<file path="src/logic/tgc_pkg.sv">
`default_nettype none
package tgc_pkg;

  // ****************************************
  // Bus widths
  // ****************************************
  localparam int unsigned ADDR_W = 4;
  localparam int unsigned DATA_W = 8;

  // ****************************************
  // Register offsets
  // ****************************************
  localparam logic [ADDR_W-1:0] OFS_GATE_CTRL = 4'h0;
  localparam logic [ADDR_W-1:0] OFS_GATE_SEL  = 4'h1;
  localparam logic [ADDR_W-1:0] OFS_IRQ_FLAG  = 4'h2;
  localparam logic [ADDR_W-1:0] OFS_IRQ_EN    = 4'h3;

  // ****************************************
  // Field positions
  // ****************************************
  localparam int unsigned BIT_GATE_EN   = 7;
  localparam int unsigned BIT_GATE_POL  = 6;
  localparam int unsigned BIT_TOGGLE_EN = 5;
  localparam int unsigned BIT_SPULSE_EN = 4;
  localparam int unsigned BIT_ARM       = 3;
  localparam int unsigned BIT_LEVEL     = 2;
  localparam int unsigned SEL_LSB       = 0;
  localparam int unsigned SEL_W         = 2;
  localparam int unsigned BIT_CMP1_SYNC = 4;
  localparam int unsigned BIT_CMP2_SYNC = 5;
  localparam int unsigned BIT_GATE_FLAG = 0;
  localparam int unsigned BIT_GATE_IEN  = 0;

  // ****************************************
  // Reset values
  // ****************************************
  localparam logic [DATA_W-1:0] RST_GATE_CTRL = 8'h00;
  localparam logic [DATA_W-1:0] RST_GATE_SEL  = 8'h00;
  localparam logic              RST_BIT       = 1'b0;

  // ****************************************
  // Gate source codes
  // ****************************************
  typedef enum logic [SEL_W-1:0] {
    TGC_SRC_PIN  = 2'b00,
    TGC_SRC_COMP = 2'b01,
    TGC_SRC_CMP1 = 2'b10,
    TGC_SRC_CMP2 = 2'b11
  } tgc_src_t;

endpackage
`default_nettype wire

</file>
<file path="src/logic/tgc_sync2.sv">
`timescale 1ns/100ps
`default_nettype none
module tgc_sync2 #(
  parameter int unsigned W = 2
) (
  input  wire logic         clock,
  input  wire logic         rstn,
  input  wire logic [W-1:0] d,
  output logic      [W-1:0] q
);

  logic [W-1:0] stage1_q;

  // ****************************************
  // Two-stage synchroniser
  // ****************************************
  always_ff @(posedge clock or negedge rstn) begin
    if (!rstn) begin
      stage1_q <= '0;
      q        <= '0;
    end else begin
      stage1_q <= d;
      q        <= stage1_q;
    end
  end

endmodule
`default_nettype wire

</file>
<file path="src/logic/tgc_gate_shaper.sv">
`timescale 1ns/100ps
`default_nettype none
module tgc_gate_shaper (
  input  wire logic clock,
  input  wire logic rstn,
  input  wire logic gate_in,
  input  wire logic toggle_en,
  input  wire logic spulse_en,
  input  wire logic arm,
  output logic      level_d,
  output logic      arm_clear,
  output logic      window_open
);

  logic in_prev_q;
  logic tog_q;
  logic shaped;
  logic shaped_prev_q;
  logic open_q;
  logic in_rise;
  logic sh_rise;
  logic sh_fall;

  assign in_rise = gate_in & ~in_prev_q;
  assign shaped  = toggle_en ? tog_q : gate_in;
  assign sh_rise = shaped & ~shaped_prev_q;
  assign sh_fall = ~shaped & shaped_prev_q;

  always_ff @(posedge clock or negedge rstn) begin
    if (!rstn) begin
      in_prev_q     <= 1'b0;
      shaped_prev_q <= 1'b0;
    end else begin
      in_prev_q     <= gate_in;
      shaped_prev_q <= shaped;
    end
  end

  // ****************************************
  // Toggle flip-flop
  // ****************************************
  // toggle or hold clear
  always_ff @(posedge clock or negedge rstn) begin
    if (!rstn) begin
      tog_q <= 1'b0;
    end else if (!toggle_en) begin
      tog_q <= 1'b0;
    end else if (in_rise) begin
      tog_q <= ~tog_q;
    end
  end

  // ****************************************
  // Single-pulse window
  // ****************************************
  // open only when armed
  always_ff @(posedge clock or negedge rstn) begin
    if (!rstn) begin
      open_q <= 1'b0;
    end else if (!spulse_en) begin
      open_q <= 1'b0;
    end else if (!open_q && arm && sh_rise) begin
      open_q <= 1'b1;
    end else if (open_q && sh_fall) begin
      open_q <= 1'b0;
    end
  end

  assign arm_clear   = spulse_en & open_q & sh_fall;
  assign level_d     = spulse_en ? (open_q & shaped) : shaped;
  assign window_open = open_q;
endmodule
`default_nettype wire

</file>
<file path="src/logic/tgc_timer_gate_control.sv">
`timescale 1ns/100ps
`default_nettype none
module tgc_timer_gate_control (
  input  wire logic                       clock,
  input  wire logic                       rstn,
  input  wire logic [tgc_pkg::ADDR_W-1:0] addr,
  input  wire logic [tgc_pkg::DATA_W-1:0] wdata,
  input  wire logic                       wr_stb,
  input  wire logic                       rd_stb,
  output logic      [tgc_pkg::DATA_W-1:0] rdata,
  input  wire logic                       gate_input_pin,
  input  wire logic                       companion_overflow,
  input  wire logic                       companion_period_match,
  input  wire logic                       companion_8bit_mode,
  input  wire logic                       first_comparator_out,
  input  wire logic                       second_comparator_out,
  output logic                            count_enable,
  output logic                            gate_level_status,
  output logic                            irq
);

  // ****************************************
  // Declarations
  // ****************************************
  logic                       gate_enable_q;
  logic                       gate_polarity_q;
  logic                       gate_toggle_enable_q;
  logic                       gate_single_pulse_enable_q;
  logic                       gate_pulse_arm_q;
  tgc_pkg::tgc_src_t          gate_source_select_q;
  logic                       cmp1_sync_en_q;
  logic                       cmp2_sync_en_q;
  logic                       gate_event_flag_q;
  logic                       gate_event_irq_enable_q;
  logic                       gate_level_q;
  logic [tgc_pkg::DATA_W-1:0] rdata_q;
  logic [tgc_pkg::DATA_W-1:0] rdata_d;
  logic [1:0]                 cmp_sync;
  logic                       cmp1_sel;
  logic                       cmp2_sel;
  logic                       companion_pulse;
  logic                       src_raw;
  logic                       src_pol;
  logic                       level_d;
  logic                       arm_clear;
  logic                       window_open;
  logic                       wr_ctrl;
  logic                       wr_sel;
  logic                       wr_flag;
  logic                       wr_ien;
  logic                       gate_fall;

  // ****************************************
  // Address decode
  // ****************************************
  always_comb begin
    wr_ctrl = 1'b0;
    wr_sel  = 1'b0;
    wr_flag = 1'b0;
    wr_ien  = 1'b0;
    if (wr_stb && addr == tgc_pkg::OFS_GATE_CTRL) begin
      wr_ctrl = 1'b1;
    end else if (wr_stb && addr == tgc_pkg::OFS_GATE_SEL) begin
      wr_sel = 1'b1;
    end else if (wr_stb && addr == tgc_pkg::OFS_IRQ_FLAG) begin
      wr_flag = 1'b1;
    end else if (wr_stb && addr == tgc_pkg::OFS_IRQ_EN) begin
      wr_ien = 1'b1;
    end
  end

  // ****************************************
  // Gate control register
  // ****************************************
  // mode bits from software
  always_ff @(posedge clock or negedge rstn) begin
    if (!rstn) begin
      gate_enable_q              <= tgc_pkg::RST_GATE_CTRL[tgc_pkg::BIT_GATE_EN];
      gate_polarity_q            <= tgc_pkg::RST_GATE_CTRL[tgc_pkg::BIT_GATE_POL];
      gate_toggle_enable_q       <= tgc_pkg::RST_GATE_CTRL[tgc_pkg::BIT_TOGGLE_EN];
      gate_single_pulse_enable_q <= tgc_pkg::RST_GATE_CTRL[tgc_pkg::BIT_SPULSE_EN];
    end else if (wr_ctrl) begin
      gate_enable_q              <= wdata[tgc_pkg::BIT_GATE_EN];
      gate_polarity_q            <= wdata[tgc_pkg::BIT_GATE_POL];
      gate_toggle_enable_q       <= wdata[tgc_pkg::BIT_TOGGLE_EN];
      gate_single_pulse_enable_q <= wdata[tgc_pkg::BIT_SPULSE_EN];
    end
  end

  always_ff @(posedge clock or negedge rstn) begin
    if (!rstn) begin
      gate_pulse_arm_q <= tgc_pkg::RST_GATE_CTRL[tgc_pkg::BIT_ARM];
    end else if (wr_ctrl) begin
      gate_pulse_arm_q <= wdata[tgc_pkg::BIT_ARM];
    end else if (arm_clear) begin
      gate_pulse_arm_q <= 1'b0;
    end
  end

  // ****************************************
  // Gate select register
  // ****************************************
  always_ff @(posedge clock or negedge rstn) begin
    if (!rstn) begin
      gate_source_select_q <= tgc_pkg::tgc_src_t'(
        tgc_pkg::RST_GATE_SEL[tgc_pkg::SEL_LSB +: tgc_pkg::SEL_W]);
      cmp1_sync_en_q       <= tgc_pkg::RST_GATE_SEL[tgc_pkg::BIT_CMP1_SYNC];
      cmp2_sync_en_q       <= tgc_pkg::RST_GATE_SEL[tgc_pkg::BIT_CMP2_SYNC];
    end else if (wr_sel) begin
      gate_source_select_q <= tgc_pkg::tgc_src_t'(wdata[tgc_pkg::SEL_LSB +: tgc_pkg::SEL_W]);
      cmp1_sync_en_q       <= wdata[tgc_pkg::BIT_CMP1_SYNC];
      cmp2_sync_en_q       <= wdata[tgc_pkg::BIT_CMP2_SYNC];
    end
  end

  // ****************************************
  // Gate sources
  // ****************************************
  tgc_sync2 #(
    .W (2)
  ) u_cmp_sync (
    .clock (clock),
    .rstn  (rstn),
    .d     ({second_comparator_out, first_comparator_out}),
    .q     (cmp_sync)
  );

  assign cmp1_sel = cmp1_sync_en_q ? cmp_sync[0] : first_comparator_out;
  assign cmp2_sel = cmp2_sync_en_q ? cmp_sync[1] : second_comparator_out;

  assign companion_pulse = companion_overflow | (companion_period_match & companion_8bit_mode);

  always_comb begin
    case (gate_source_select_q)
      tgc_pkg::TGC_SRC_PIN:  src_raw = gate_input_pin;
      tgc_pkg::TGC_SRC_COMP: src_raw = companion_pulse;
      tgc_pkg::TGC_SRC_CMP1: src_raw = cmp1_sel;
      tgc_pkg::TGC_SRC_CMP2: src_raw = cmp2_sel;
      default:               src_raw = 1'b0;
    endcase
  end

  assign src_pol = src_raw ^ gate_polarity_q;

  // ****************************************
  // Toggle and single-pulse shaping
  // ****************************************
  tgc_gate_shaper u_shaper (
    .clock       (clock),
    .rstn        (rstn),
    .gate_in     (src_pol),
    .toggle_en   (gate_toggle_enable_q),
    .spulse_en   (gate_single_pulse_enable_q),
    .arm         (gate_pulse_arm_q),
    .level_d     (level_d),
    .arm_clear   (arm_clear),
    .window_open (window_open)
  );

  // ****************************************
  // Gate level and count qualifier
  // ****************************************
  // level runs regardless of gate enable
  always_ff @(posedge clock or negedge rstn) begin
    if (!rstn) begin
      gate_level_q <= 1'b0;
    end else begin
      gate_level_q <= level_d;
    end
  end

  assign count_enable      = ~gate_enable_q | gate_level_q;
  assign gate_level_status = gate_level_q;

  // ****************************************
  // Gate event flag and interrupt
  // ****************************************
  assign gate_fall = ~level_d & gate_level_q;

  // set on falling level, set wins
  always_ff @(posedge clock or negedge rstn) begin
    if (!rstn) begin
      gate_event_flag_q <= 1'b0;
    end else if (gate_fall) begin
      gate_event_flag_q <= 1'b1;
    end else if (wr_flag) begin
      gate_event_flag_q <= wdata[tgc_pkg::BIT_GATE_FLAG];
    end
  end

  always_ff @(posedge clock or negedge rstn) begin
    if (!rstn) begin
      gate_event_irq_enable_q <= 1'b0;
    end else if (wr_ien) begin
      gate_event_irq_enable_q <= wdata[tgc_pkg::BIT_GATE_IEN];
    end
  end

  assign irq = gate_event_flag_q & gate_event_irq_enable_q;

  // ****************************************
  // Read path
  // ****************************************
  // arm and level visible
  always_comb begin
    rdata_d = '0;
    if (rd_stb && addr == tgc_pkg::OFS_GATE_CTRL) begin
      rdata_d[tgc_pkg::BIT_GATE_EN]   = gate_enable_q;
      rdata_d[tgc_pkg::BIT_GATE_POL]  = gate_polarity_q;
      rdata_d[tgc_pkg::BIT_TOGGLE_EN] = gate_toggle_enable_q;
      rdata_d[tgc_pkg::BIT_SPULSE_EN] = gate_single_pulse_enable_q;
      rdata_d[tgc_pkg::BIT_ARM]       = gate_pulse_arm_q;
      rdata_d[tgc_pkg::BIT_LEVEL]     = gate_level_q;
    end else if (rd_stb && addr == tgc_pkg::OFS_GATE_SEL) begin
      rdata_d[tgc_pkg::SEL_LSB +: tgc_pkg::SEL_W] = gate_source_select_q;
      rdata_d[tgc_pkg::BIT_CMP1_SYNC]             = cmp1_sync_en_q;
      rdata_d[tgc_pkg::BIT_CMP2_SYNC]             = cmp2_sync_en_q;
    end else if (rd_stb && addr == tgc_pkg::OFS_IRQ_FLAG) begin
      rdata_d[tgc_pkg::BIT_GATE_FLAG] = gate_event_flag_q;
    end else if (rd_stb && addr == tgc_pkg::OFS_IRQ_EN) begin
      rdata_d[tgc_pkg::BIT_GATE_IEN] = gate_event_irq_enable_q;
    end
  end

  always_ff @(posedge clock or negedge rstn) begin
    if (!rstn) begin
      rdata_q <= '0;
    end else begin
      rdata_q <= rdata_d;
    end
  end

  assign rdata = rdata_q;
endmodule
`default_nettype wire

</file>
<file path="config.mk">
export PLATFORM = sky130hd
export DESIGN_NAME = tgc_timer_gate_control
export DESIGN_NICKNAME = d
export VERILOG_FILES = /design/src/logic/tgc_pkg.sv /design/src/logic/tgc_sync2.sv /design/src/logic/tgc_gate_shaper.sv /design/src/logic/tgc_timer_gate_control.sv
export SDC_FILE = /design/constraint.sdc
export NUM_CORES = 1
export LEC_CHECK = 0
export BUFFER_PORTS_ARGS = -buffer_cell sky130_fd_sc_hd__buf_2
export CORE_MARGIN = 1.5
export CORE_UTILIZATION = 50
export DETAILED_ROUTE_END_ITERATION = 16
export PLACE_DENSITY = 0.79
export SYNTH_ARGS = -nofsm -noshare
export SYNTH_HDL_FRONTEND = slang
export SYNTH_SLANG_ARGS = --single-unit
export TNS_END_PERCENT = 100
</file>
<file path="constraint.sdc">
create_clock -name clock -period 2.1 [get_ports clock]
set_input_delay 0.105 -clock clock [delete_from_list [all_inputs] [get_ports clock]]
set_output_delay 0.105 -clock clock [all_outputs]
set_load 0.01 [all_outputs]
</file>
==> implementation parameters, run 1 <==
Parameter                              Value

Setup path
  Startpoint of the most critical setup path    cmp2_sync_en_q
  Startpoint of the lowest-slack register-to-register path    cmp2_sync_en_q
  Critical path required time    2.31 ns
  Endpoint class of the critical path    flip-flop
  Critical setup path kind    reg2reg
  Largest fanout on the critical path    7
  Kind of start point of the critical path    flip-flop
  Arrival time of the worst setup path    1.97 ns

Power and ir drop
  Part of the power in the clock network    19.6%
  Highest ir drop seen on vdd    0.000579 V
  Leakage    0.736 nW
  Register share of total power    55.0%
  Reported net switching power    0.000400 W
  Pwr/cell area    870 nW/um^2
  Total chip power    0.00131 W
  Switching part of the total power    30.5%
  Internal portion of total power    0.000912 W
  Fraction of power consumed by combinational cells    25.5%

Routing
  Post-route DRC    0
  Wire length after detailed routing    2210 um
  Via count of the routed design    907
  Detailed Route Iter0 Violations    11
  Average wire per standard cell    12.8 um
  DR pass1 iterations    5
  Number of nets still failing antenna checks after routing    0
  Routed via count divided by cell count    5.24

Clocking
  Clock sink count    28
  Max H-tree Level    1
  Gates resized, CTS repair    0
  Clock tree buffer depth    2
  Clock network latency to the later pin of the worst-skew pair    0.32 ns
  Total CTS buffers    3
  Clock Pin Slew Worst Setup and Hold Paths    0.14 ns
  Clock tree from TritonCTS    built
  Clock root buffer    clkbuf_4

Synth
  Cell count after synthesis    105
  Net count after synthesis    127
  Flip-flop and latch count after synthesis    28
  Count of flip-flops with a built-in enable after synthesis    0
  Count of synthesis-stage warnings from yosys    0
  Avg Synthesized Cell Area    11.6 sq um
  Fraction of the yosys area taken by sequential cells    57.7%
  Total standard cell area after synthesis    1210 sq um
  Post-synth cell types    29
  Post-synth ARST share    100%
  Top flip-flop cell by instance count after synthesis    dfrtp_1

Global route
  Fraction of met2 tracks used by global routing    35.2%
  Met1 layer usage reported by global route    23.3%
  Global Route Usage Sum    19.3%
  Antenna violations before repair    0
  Number of global-route vias before repair    905
  Met3 usage    2.57%
  Layer carrying the most global-route usage    met2
  Sum of overflow across all layers after global routing    0
  Global-route wire length before repair    3880 um
  Maximum number of pins on one net before global-route repair    29

Floorplan
  Standard cell core area    2250 sq um
  Die Ht    52.3 um
  Initial Util    53.8%
  X dimension of the die    52.3 um
  Io pins    33
  Site row count    17
  Die footprint    2730 sq um

Timing
  Slew @ Worst Pin    0.637 ns
  Fin Setup TNS    0 ns
  Maximum clock skew at final layout    0.00542 ns
  Post-route fraction of the period consumed by the critical path    83.8%
  Worst hold slack across all endpoints    0.0256 ns
  Final slew viol count    0
  Final hold violation count    0
  Unrepaired setup endpoints after global routing    no
  Clock period minus worst slack    1.76 ns
  Slew Limit Headroom    57.3%
  Top achievable clock speed    568 MHz
  Final setup viols    0

Placed design
  Total instance count after detailed placement    161
  Routability cong.    0.735
  Standard cell area after detailed placement    1390 sq um
  Count of input and output buffers    31
  Post-detailed-placement half-perimeter wirelength    1590 um

Hold path
  Origin of the worst min-delay path    wdata[5]
  Path class of the lowest-slack min-delay path    in2reg

Finish
  Post-route cell area    1510 sq um
  Layout net count    168
  Area growth, synth to finish    24.2%
  Number of antenna repair diodes    0
  Share of post-route cells with drive strength above 1    33.8%
  Post-route non-filler standard cell count    173

Run
  Number of maximum-capacitance constraint violations    0

Run status
  Run status    finished clean
[placed cells by master, fill, tap and decap left out, types with 2 or more instances in the layout]
cell type / Yosys / layout
a21oi_1: 5 / 5
and2_1: 5 / 5
buf_2: 1 / 31
clkbuf_4: 0 / 3
dfrtp_1: 28 / 28
dlygate4sd3_1: 0 / 8
inv_1: 2 / 2
mux2_2: 9 / 9
mux2i_1: 9 / 9
nand2_1: 9 / 9
nand2b_1: 2 / 2
nor2_1: 13 / 13
nor2b_1: 2 / 2
o21ai_0: 2 / 2
[cell type report]
cell class / instances / area, sq um
timing repair buffer: 39 / 235
clock buffer: 4 / 36.3
tap: 28 / 35.0
multi-input combinational: 72 / 493
inverter: 2 / 7.51
fill: 189 / 747
sequential: 28 / 701
[flip-flops by register name, summed over array words and instances (netlist names), 2 cells and up]
| name | cells |
|---|---|
| gate_source_select_q | 2 |
| rdata | 8 |
| u_cmp_sync.q | 2 |
| u_cmp_sync.stage1_q | 2 |
[layer usage]
metal	up-vias	wire (um)
li1	445	-
met1	432	943
met2	26	1160
met3	4	85
met4	0	22
met5	-	0
[path summary, 6_finish.rpt]
path	to	cells after the start	slack (ns)
max in group asynchronous	u_shaper.window_open	2	1.42
max reg2reg	gate_level_status	5	0.34
max	gate_level_status	5	0.34
min reg2reg	u_cmp_sync.q[1]	0	0.38
min in group asynchronous	u_cmp_sync.stage1_q[0]	2	0.29
min	cmp2_sync_en_q	2	0.03
[per-stage QoR]
step | utilization [%] | worst slack [ns]
after floorplan | - | 0.546
after global placement | 61.7 | 0.437
after detailed placement | 61.7 | 0.371
after CTS | 66.4 | 0.331
after global routing | 66.9 | 0.202
final | 66.9 | 0.339
[power groups by stage]
stage          clock [W]  sequential, W  combinational (W)
2_1_floorplan          0       0.000706           0.000241
3_3_place_gp           0       0.000725           0.000311
5_1_grt         0.000289       0.000740           0.000376
3_5_place_dp           0       0.000732           0.000326
4_1_cts         0.000268       0.000721           0.000337
6_report        0.000257       0.000721           0.000334
[cells in the mapped netlist, types with 2 or more instances]
master / instances / area, sq um
a21oi_1: 5 / 25.0
and2_1: 5 / 31.3
clkbuf_1: 2 / 7.51
dfrtp_1: 28 / 701
inv_1: 2 / 7.51
mux2_2: 9 / 101
mux2i_1: 9 / 90.1
nand2_1: 9 / 33.8
nand2b_1: 2 / 12.5
nor2_1: 13 / 48.8
nor2b_1: 2 / 12.5
o21ai_0: 2 / 10.0
[cell families (layout without fill, tap and decap cells)]
| group | after synthesis | in the layout | share of synthesized area [%] |
|---|---|---|---|
| AND/OR/NAND/NOR | 41 | 41 | 17.3 |
| buffers and inverters | 5 | 45 | 1.65 |
| AO/OA/AOI/OAI | 12 | 12 | 6.80 |
| flip-flops | 28 | 28 | 57.7 |
| XOR/XNOR | 1 | 1 | 0.722 |
| multiplexers | 18 | 18 | 15.8 |
[what timing repair did]
item                      4_1_cts  5_1_grt
hold endpoints to repair       34        1
hold buffers                    7        1
buffers inserted                0        0
[critical path, cell delays in order (launching register included)]
cell,delay [ns]
dfrtp_1,0.42
mux2i_1,0.24
nand2_1,0.09
a31oi_2,0.42
mux2i_1,0.36
a21oi_1,0.11
Power figures use the tool's default switching activity.
==> inputs of run 2 (changes only) <==
Settings changed: CORE_UTILIZATION 50 to 45, PLACE_DENSITY 0.79 to 0.75.
Clock period 2.1 ns to 1.6 ns, I/O delays scaled along.
==> implementation parameters, run 2 (synthesis gave the netlist of run 1 again) <==
Parameter                              Value

Run status
  Run status    finished clean

Power and ir drop
  Internal portion of total power    0.00120 W
  Leakage    0.769 nW
  Fraction of power consumed by combinational cells    29.8%
  Highest ir drop seen on vdd    0.000742 V
  Reported net switching power    0.000532 W
  Register share of total power    54.3%
  Part of the power in the clock network    16.0%
  Switching part of the total power    30.6%
  Pwr/cell area    1100 nW/um^2

Finish
  Final Util    62.5%
  Area growth, synth to finish    30.0%
  Number of flip-flops in the largest register    8
  Top library cells by usage in the layout, fill and taps aside    31 x buf_2, 27 x dfrtp_1, 12 x nor2_1
  FILL cells    220
  Number of antenna repair diodes    0
  Share of post-route cells with drive strength above 1    38.2%
  Layout net count    176
  Most frequent standard cell in the layout excluding fill and tap cells    buf_2

Timing
  Slew Limit Headroom    60.7%
  Clock period minus worst slack    1.57 ns
  Post-route fraction of the period consumed by the critical path    97.9%
  Final hold violation count    0
  Final slew viol count    0
  Unrepaired setup endpoints after global routing    yes
  Maximum clock skew at final layout    0.00473 ns
  Slew @ Worst Pin    0.589 ns
  Final setup viols    0
  Top achievable clock speed    639 MHz
  Worst hold slack across all endpoints    0.0125 ns

Placed design
  Routability cong.    0.740
  Count of input and output buffers    31
  Post-detailed-placement half-perimeter wirelength    1680 um

Setup path
  Arrival time of the worst setup path    1.80 ns
  Total buffers and inverters traversed by the critical path    1
  Crit path max-delay cell type    dfrtp_1
  Kind of start point of the critical path    flip-flop
  Critical setup path kind    reg2reg
  Endpoint class of the critical path    flip-flop
  Largest fanout on the critical path    5
  Critical path required time    1.84 ns
  Cell type group with the largest total delay on the critical path    compound AO/OA/AOI/OAI gates
  Ordered cell list for the critical path    mux2i_1 -> a211oi_2 -> a31oi_4 -> buf_4 -> and3b_2 -> o31ai_1
  Max stage delay on crit path    0.41 ns

Routing
  Number of nets still failing antenna checks after routing    0
  Average wire per standard cell    13.0 um
  Routed via count divided by cell count    5.16
  Wire length after detailed routing    2370 um
  Post-route DRC    0
  Via count of the routed design    940
  DR pass1 iterations    4
  Detailed Route Iter0 Violations    10

Clocking
  Clock tree from TritonCTS    built
  Clock tree buffer depth    2
  Total CTS buffers    3
  Clock Pin Slew Worst Setup and Hold Paths    0.13 ns
  Clock root buffer    clkbuf_4
  Clock sink count    28
  Max H-tree Level    1
  Clock network latency to the later pin of the worst-skew pair    0.32 ns

Global route
  Global Route Usage Sum    19.2%
  Met1 layer usage reported by global route    21.7%
  Layer carrying the most global-route usage    met2
  Global-route wire length before repair    4020 um
  Sum of overflow across all layers after global routing    0
  Number of global-route vias before repair    959
  Met3 usage    2.69%
  Antenna violations before repair    0
  Maximum number of pins on one net before global-route repair    29
  Fraction of met2 tracks used by global routing    35.1%

Floorplan
  Io pins    33
  Initial Util    48.1%
  Die footprint    3020 sq um
  X dimension of the die    54.9 um
  Site row count    18
  Die Ht    54.9 um
  Standard cell core area    2520 sq um

Run
  Number of maximum-capacitance constraint violations    0

Hold path
  Path class of the lowest-slack min-delay path    in2reg
## run 2: cell types whose count changed in the layout (fill, tap and decap cells not counted), sizes merged
| cell | before | now |
|---|---|---|
| clkbuf | 4 | 3 |
| buf | 31 | 38 |
| dlygate4sd3 | 8 | 9 |
## run 2: worst paths after layout
| path | depth (start not counted) | start | end | slack (ns) |
|---|---|---|---|---|
| max in group asynchronous | 2 | rstn | gate_source_select_q[1] | 0.89 |
| max | 6 | cmp1_sync_en_q | gate_event_flag_q | 0.03 |
| max reg2reg | 6 | cmp1_sync_en_q | gate_event_flag_q | 0.03 |
| min in group asynchronous | 2 | rstn | rdata[6] | 0.28 |
| min reg2reg | 0 | u_cmp_sync.stage1_q[0] | u_cmp_sync.q[0] | 0.37 |
| min | 3 | wdata[0] | gate_event_flag_q | 0.01 |
## run 2: final cells by class
type / instances / area, sq um / area share [%]
inverter: 2 / 7.51 / 0.476
timing repair buffer: 47 / 298 / 18.9
sequential: 28 / 702 / 44.5
multi-input combinational: 72 / 510 / 32.4
tap: 30 / 37.5 / 2.38
clock buffer: 3 / 22.5 / 1.43
## run 2: repair_timing
item | 4_1_cts | 5_1_grt
hold buffers | 9 | 0
buffers inserted | 2 | 0
endpoints found under the setup margin | 5 | 6
resized for setup | 2 | 2
cloned | 0 | 0
pin swaps | 3 | 2
endpoints found under the hold margin | 38 | 0
## run 2: tightest hold or removal path, delay by kind of cell
kind            cells  cell delay [ns]
buf+inv             1             0.10
compound gates      1             0.06
mux                 1             0.07
## run 2: power by group through the flow
stage	Sequential (W)	Clock, W	Combinational [W]
2_1_floorplan	0.000927	0	0.000317
3_3_place_gp	0.000946	0	0.000451
3_5_place_dp	0.000955	0	0.000464
6_report	0.000942	0.000277	0.000517
4_1_cts	0.000942	0.000293	0.000514
5_1_grt	0.000966	0.000315	0.000580
## run 2: stage by stage
step	setup WS [ns]	std cells	power, W	area, sq um	TNS [ns]
2_1_floorplan	0.0456	105	0.00124	1210	0
3_3_place_gp	0.00812	168	0.00140	1430	0
3_5_place_dp	-0.0380	168	0.00142	1430	-0.105
4_1_cts	0.0514	182	0.00175	1570	0
5_1_grt	-0.0332	182	0.00186	1580	-0.108
6_report	0.0339	182	0.00174	1580	0
## run 2: routing by layer
metal | share of wire (%) | vias up
li1 | - | 457
met5 | 0 | -
met2 | 50 | 24
met3 | 4.1 | 9
met1 | 42 | 450
met4 | 3.5 | 0
==> inputs of run 3 (changes only) <==
Clock period 1.6 ns to 1.4 ns, I/O delays scaled along.
==> implementation parameters, run 3 (synthesis gave the netlist of run 1 again) <==
Parameter                              Value

Run status
  Run status    complete, but fails checks
  Violations in the final reports    negative setup slack

Placed design
  Post-detailed-placement half-perimeter wirelength    1690 um
  Total instance count after detailed placement    170
  Count of input and output buffers    31
  Routability cong.    0.760
  Standard cell area after detailed placement    1460 sq um

Clocking
  Clock tree from TritonCTS    built
  Total CTS buffers    3
  Clock Pin Slew Worst Setup and Hold Paths    0.13 ns
  Clock tree buffer depth    2
  Clock network latency to the later pin of the worst-skew pair    0.32 ns
  Clock sink count    28
  Max H-tree Level    1
  Clock root buffer    clkbuf_4

Floorplan
  Io pins    33
  Die footprint    3020 sq um
  Die Ht    54.9 um
  Standard cell core area    2520 sq um
  Site row count    18
  Initial Util    48.1%
  X dimension of the die    54.9 um

Routing
  Routed via count divided by cell count    5.07
  Detailed Route Iter0 Violations    13
  DR pass1 iterations    4
  Number of nets still failing antenna checks after routing    0
  Post-route DRC    0
  Via count of the routed design    948
  Wire length after detailed routing    2390 um
  Average wire per standard cell    12.8 um

Power and ir drop
  Leakage    0.794 nW
  Pwr/cell area    1300 nW/um^2
  Total chip power    0.00213 W
  Highest ir drop seen on vdd    0.000833 V

Finish
  Top library cells by usage in the layout, fill and taps aside    31 x buf_2, 28 x dfrtp_1, 13 x nor2_1
  Area growth, synth to finish    35.6%
  Number of antenna repair diodes    0
  Post-route cell area    1650 sq um
  Share of post-route cells with drive strength above 1    40.8%
  Layout net count    181
  Number of flip-flops in the largest register    8
  Post-route non-filler standard cell count    187
  FILL cells    201
  Most frequent standard cell in the layout excluding fill and tap cells    buf_2

Timing
  Final slew viol count    0
  Slew @ Worst Pin    0.598 ns
  Fin Setup TNS    -0.989 ns
  Maximum clock skew at final layout    0.00539 ns
  Clock period minus worst slack    1.57 ns
  Final setup viols    7
  Least setup slack across all paths after layout    -0.171 ns
  Post-route fraction of the period consumed by the critical path    112%
  Slew Limit Headroom    60.2%
  Final hold violation count    0
  Unrepaired setup endpoints after global routing    yes
  Top achievable clock speed    637 MHz

Global route
  Antenna violations before repair    0
  Global Route Usage Sum    19.8%
  Global-route wire length before repair    4070 um
  Sum of overflow across all layers after global routing    0
  Number of global-route vias before repair    924
  Maximum number of pins on one net before global-route repair    29

Setup path
  Crit path max-delay cell type    dfrtp_1
  Arrival time of the worst setup path    1.83 ns
  Ordered cell list for the critical path    buf_4 -> a211oi_2 -> a31oi_4 -> or4_1 -> a31oi_1
  Critical path required time    1.66 ns
  Endpoint class of the critical path    flip-flop
  R2R cell count    5
  Largest fanout on the critical path    6
  Critical setup path kind    reg2reg
  FF-to-FF End    u_shaper.window_open
  Worst R2R Setup Slack    -0.17 ns
  Kind of start point of the critical path    flip-flop
  Startpoint of the most critical setup path    gate_source_select_q[1]
  Startpoint of the lowest-slack register-to-register path    gate_source_select_q[1]
  Max stage delay on crit path    0.43 ns

Hold path
  Origin of the worst min-delay path    wdata[5]
  Worst Hold Path EP    gate_toggle_enable_q
  Worst hold path depth    2
  Path class of the lowest-slack min-delay path    in2reg

Run
  Number of maximum-capacitance constraint violations    0
-- run 3: cell count changes in the layout (fill, tap and decap cells not counted), sizes merged --
| cell | before | now |
|---|---|---|
| buf | 38 | 43 |
-- run 3: cell type report --
type	count	area, sq um	share of cell area (%)
Tap cell	30	37.5	2.28
Sequential cell	28	701	42.6
Inverter	2	7.51	0.456
Clock buffer	3	22.5	1.37
Multi-Input combinational cell	72	538	32.7
Timing Repair Buffer	52	339	20.6
-- run 3: worst max-delay path by stage --
stage	endpoint	slack (ns)	depth (start not counted)
2_1_floorplan	u_shaper.window_open	-0.14	5
3_3_place_gp	u_shaper.window_open	-0.15	5
3_5_place_dp	u_shaper.window_open	-0.20	5
4_1_cts	u_shaper.window_open	-0.17	5
5_1_grt	u_shaper.window_open	-0.28	5
6_report	u_shaper.window_open	-0.17	5
-- run 3: repair_timing --
item	in CTS	in global routing
setup buffers	5	0
hold buffers	9	0
pin swaps	3	1
gates resized for setup	5	2
setup endpoints to repair	6	7
endpoints found under the hold margin	37	0
-- run 3: per-stage QoR --
step	setup WS (ns)	hold slack, ns	utilization, %
after floorplan	-0.137	-0.226	-
after global placement	-0.151	0.103	57.7
after detailed placement	-0.195	0.121	57.7
after CTS	-0.169	0.0000157	64.7
after global routing	-0.280	0.00969	65.2
final	-0.171	0.00462	65.2
-- run 3: routing by layer --
metal | share of wire [%] | up-vias | global-route usage (%)
met5 | 0 | - | 0
li1 | - | 467 | -
met2 | 51 | 24 | 34.5
met1 | 43 | 453 | 23.6
met3 | 4.6 | 4 | 4.03
met4 | 1.4 | 0 | 8.54
-- run 3: power breakdown --
part	total [W]	internal, W	switching, W
Clock	0.000316	0.000101	0.000215
Combinational	0.000744	0.000408	0.000336
Sequential	0.00107	0.000953	0.000120
-- run 3: critical path, delay by kind of cell (launching register included) --
kind / cells / cell delay (ns)
compound gates: 3 / 0.52
flops: 1 / 0.43
simple gates: 1 / 0.41
buf+inv: 1 / 0.15
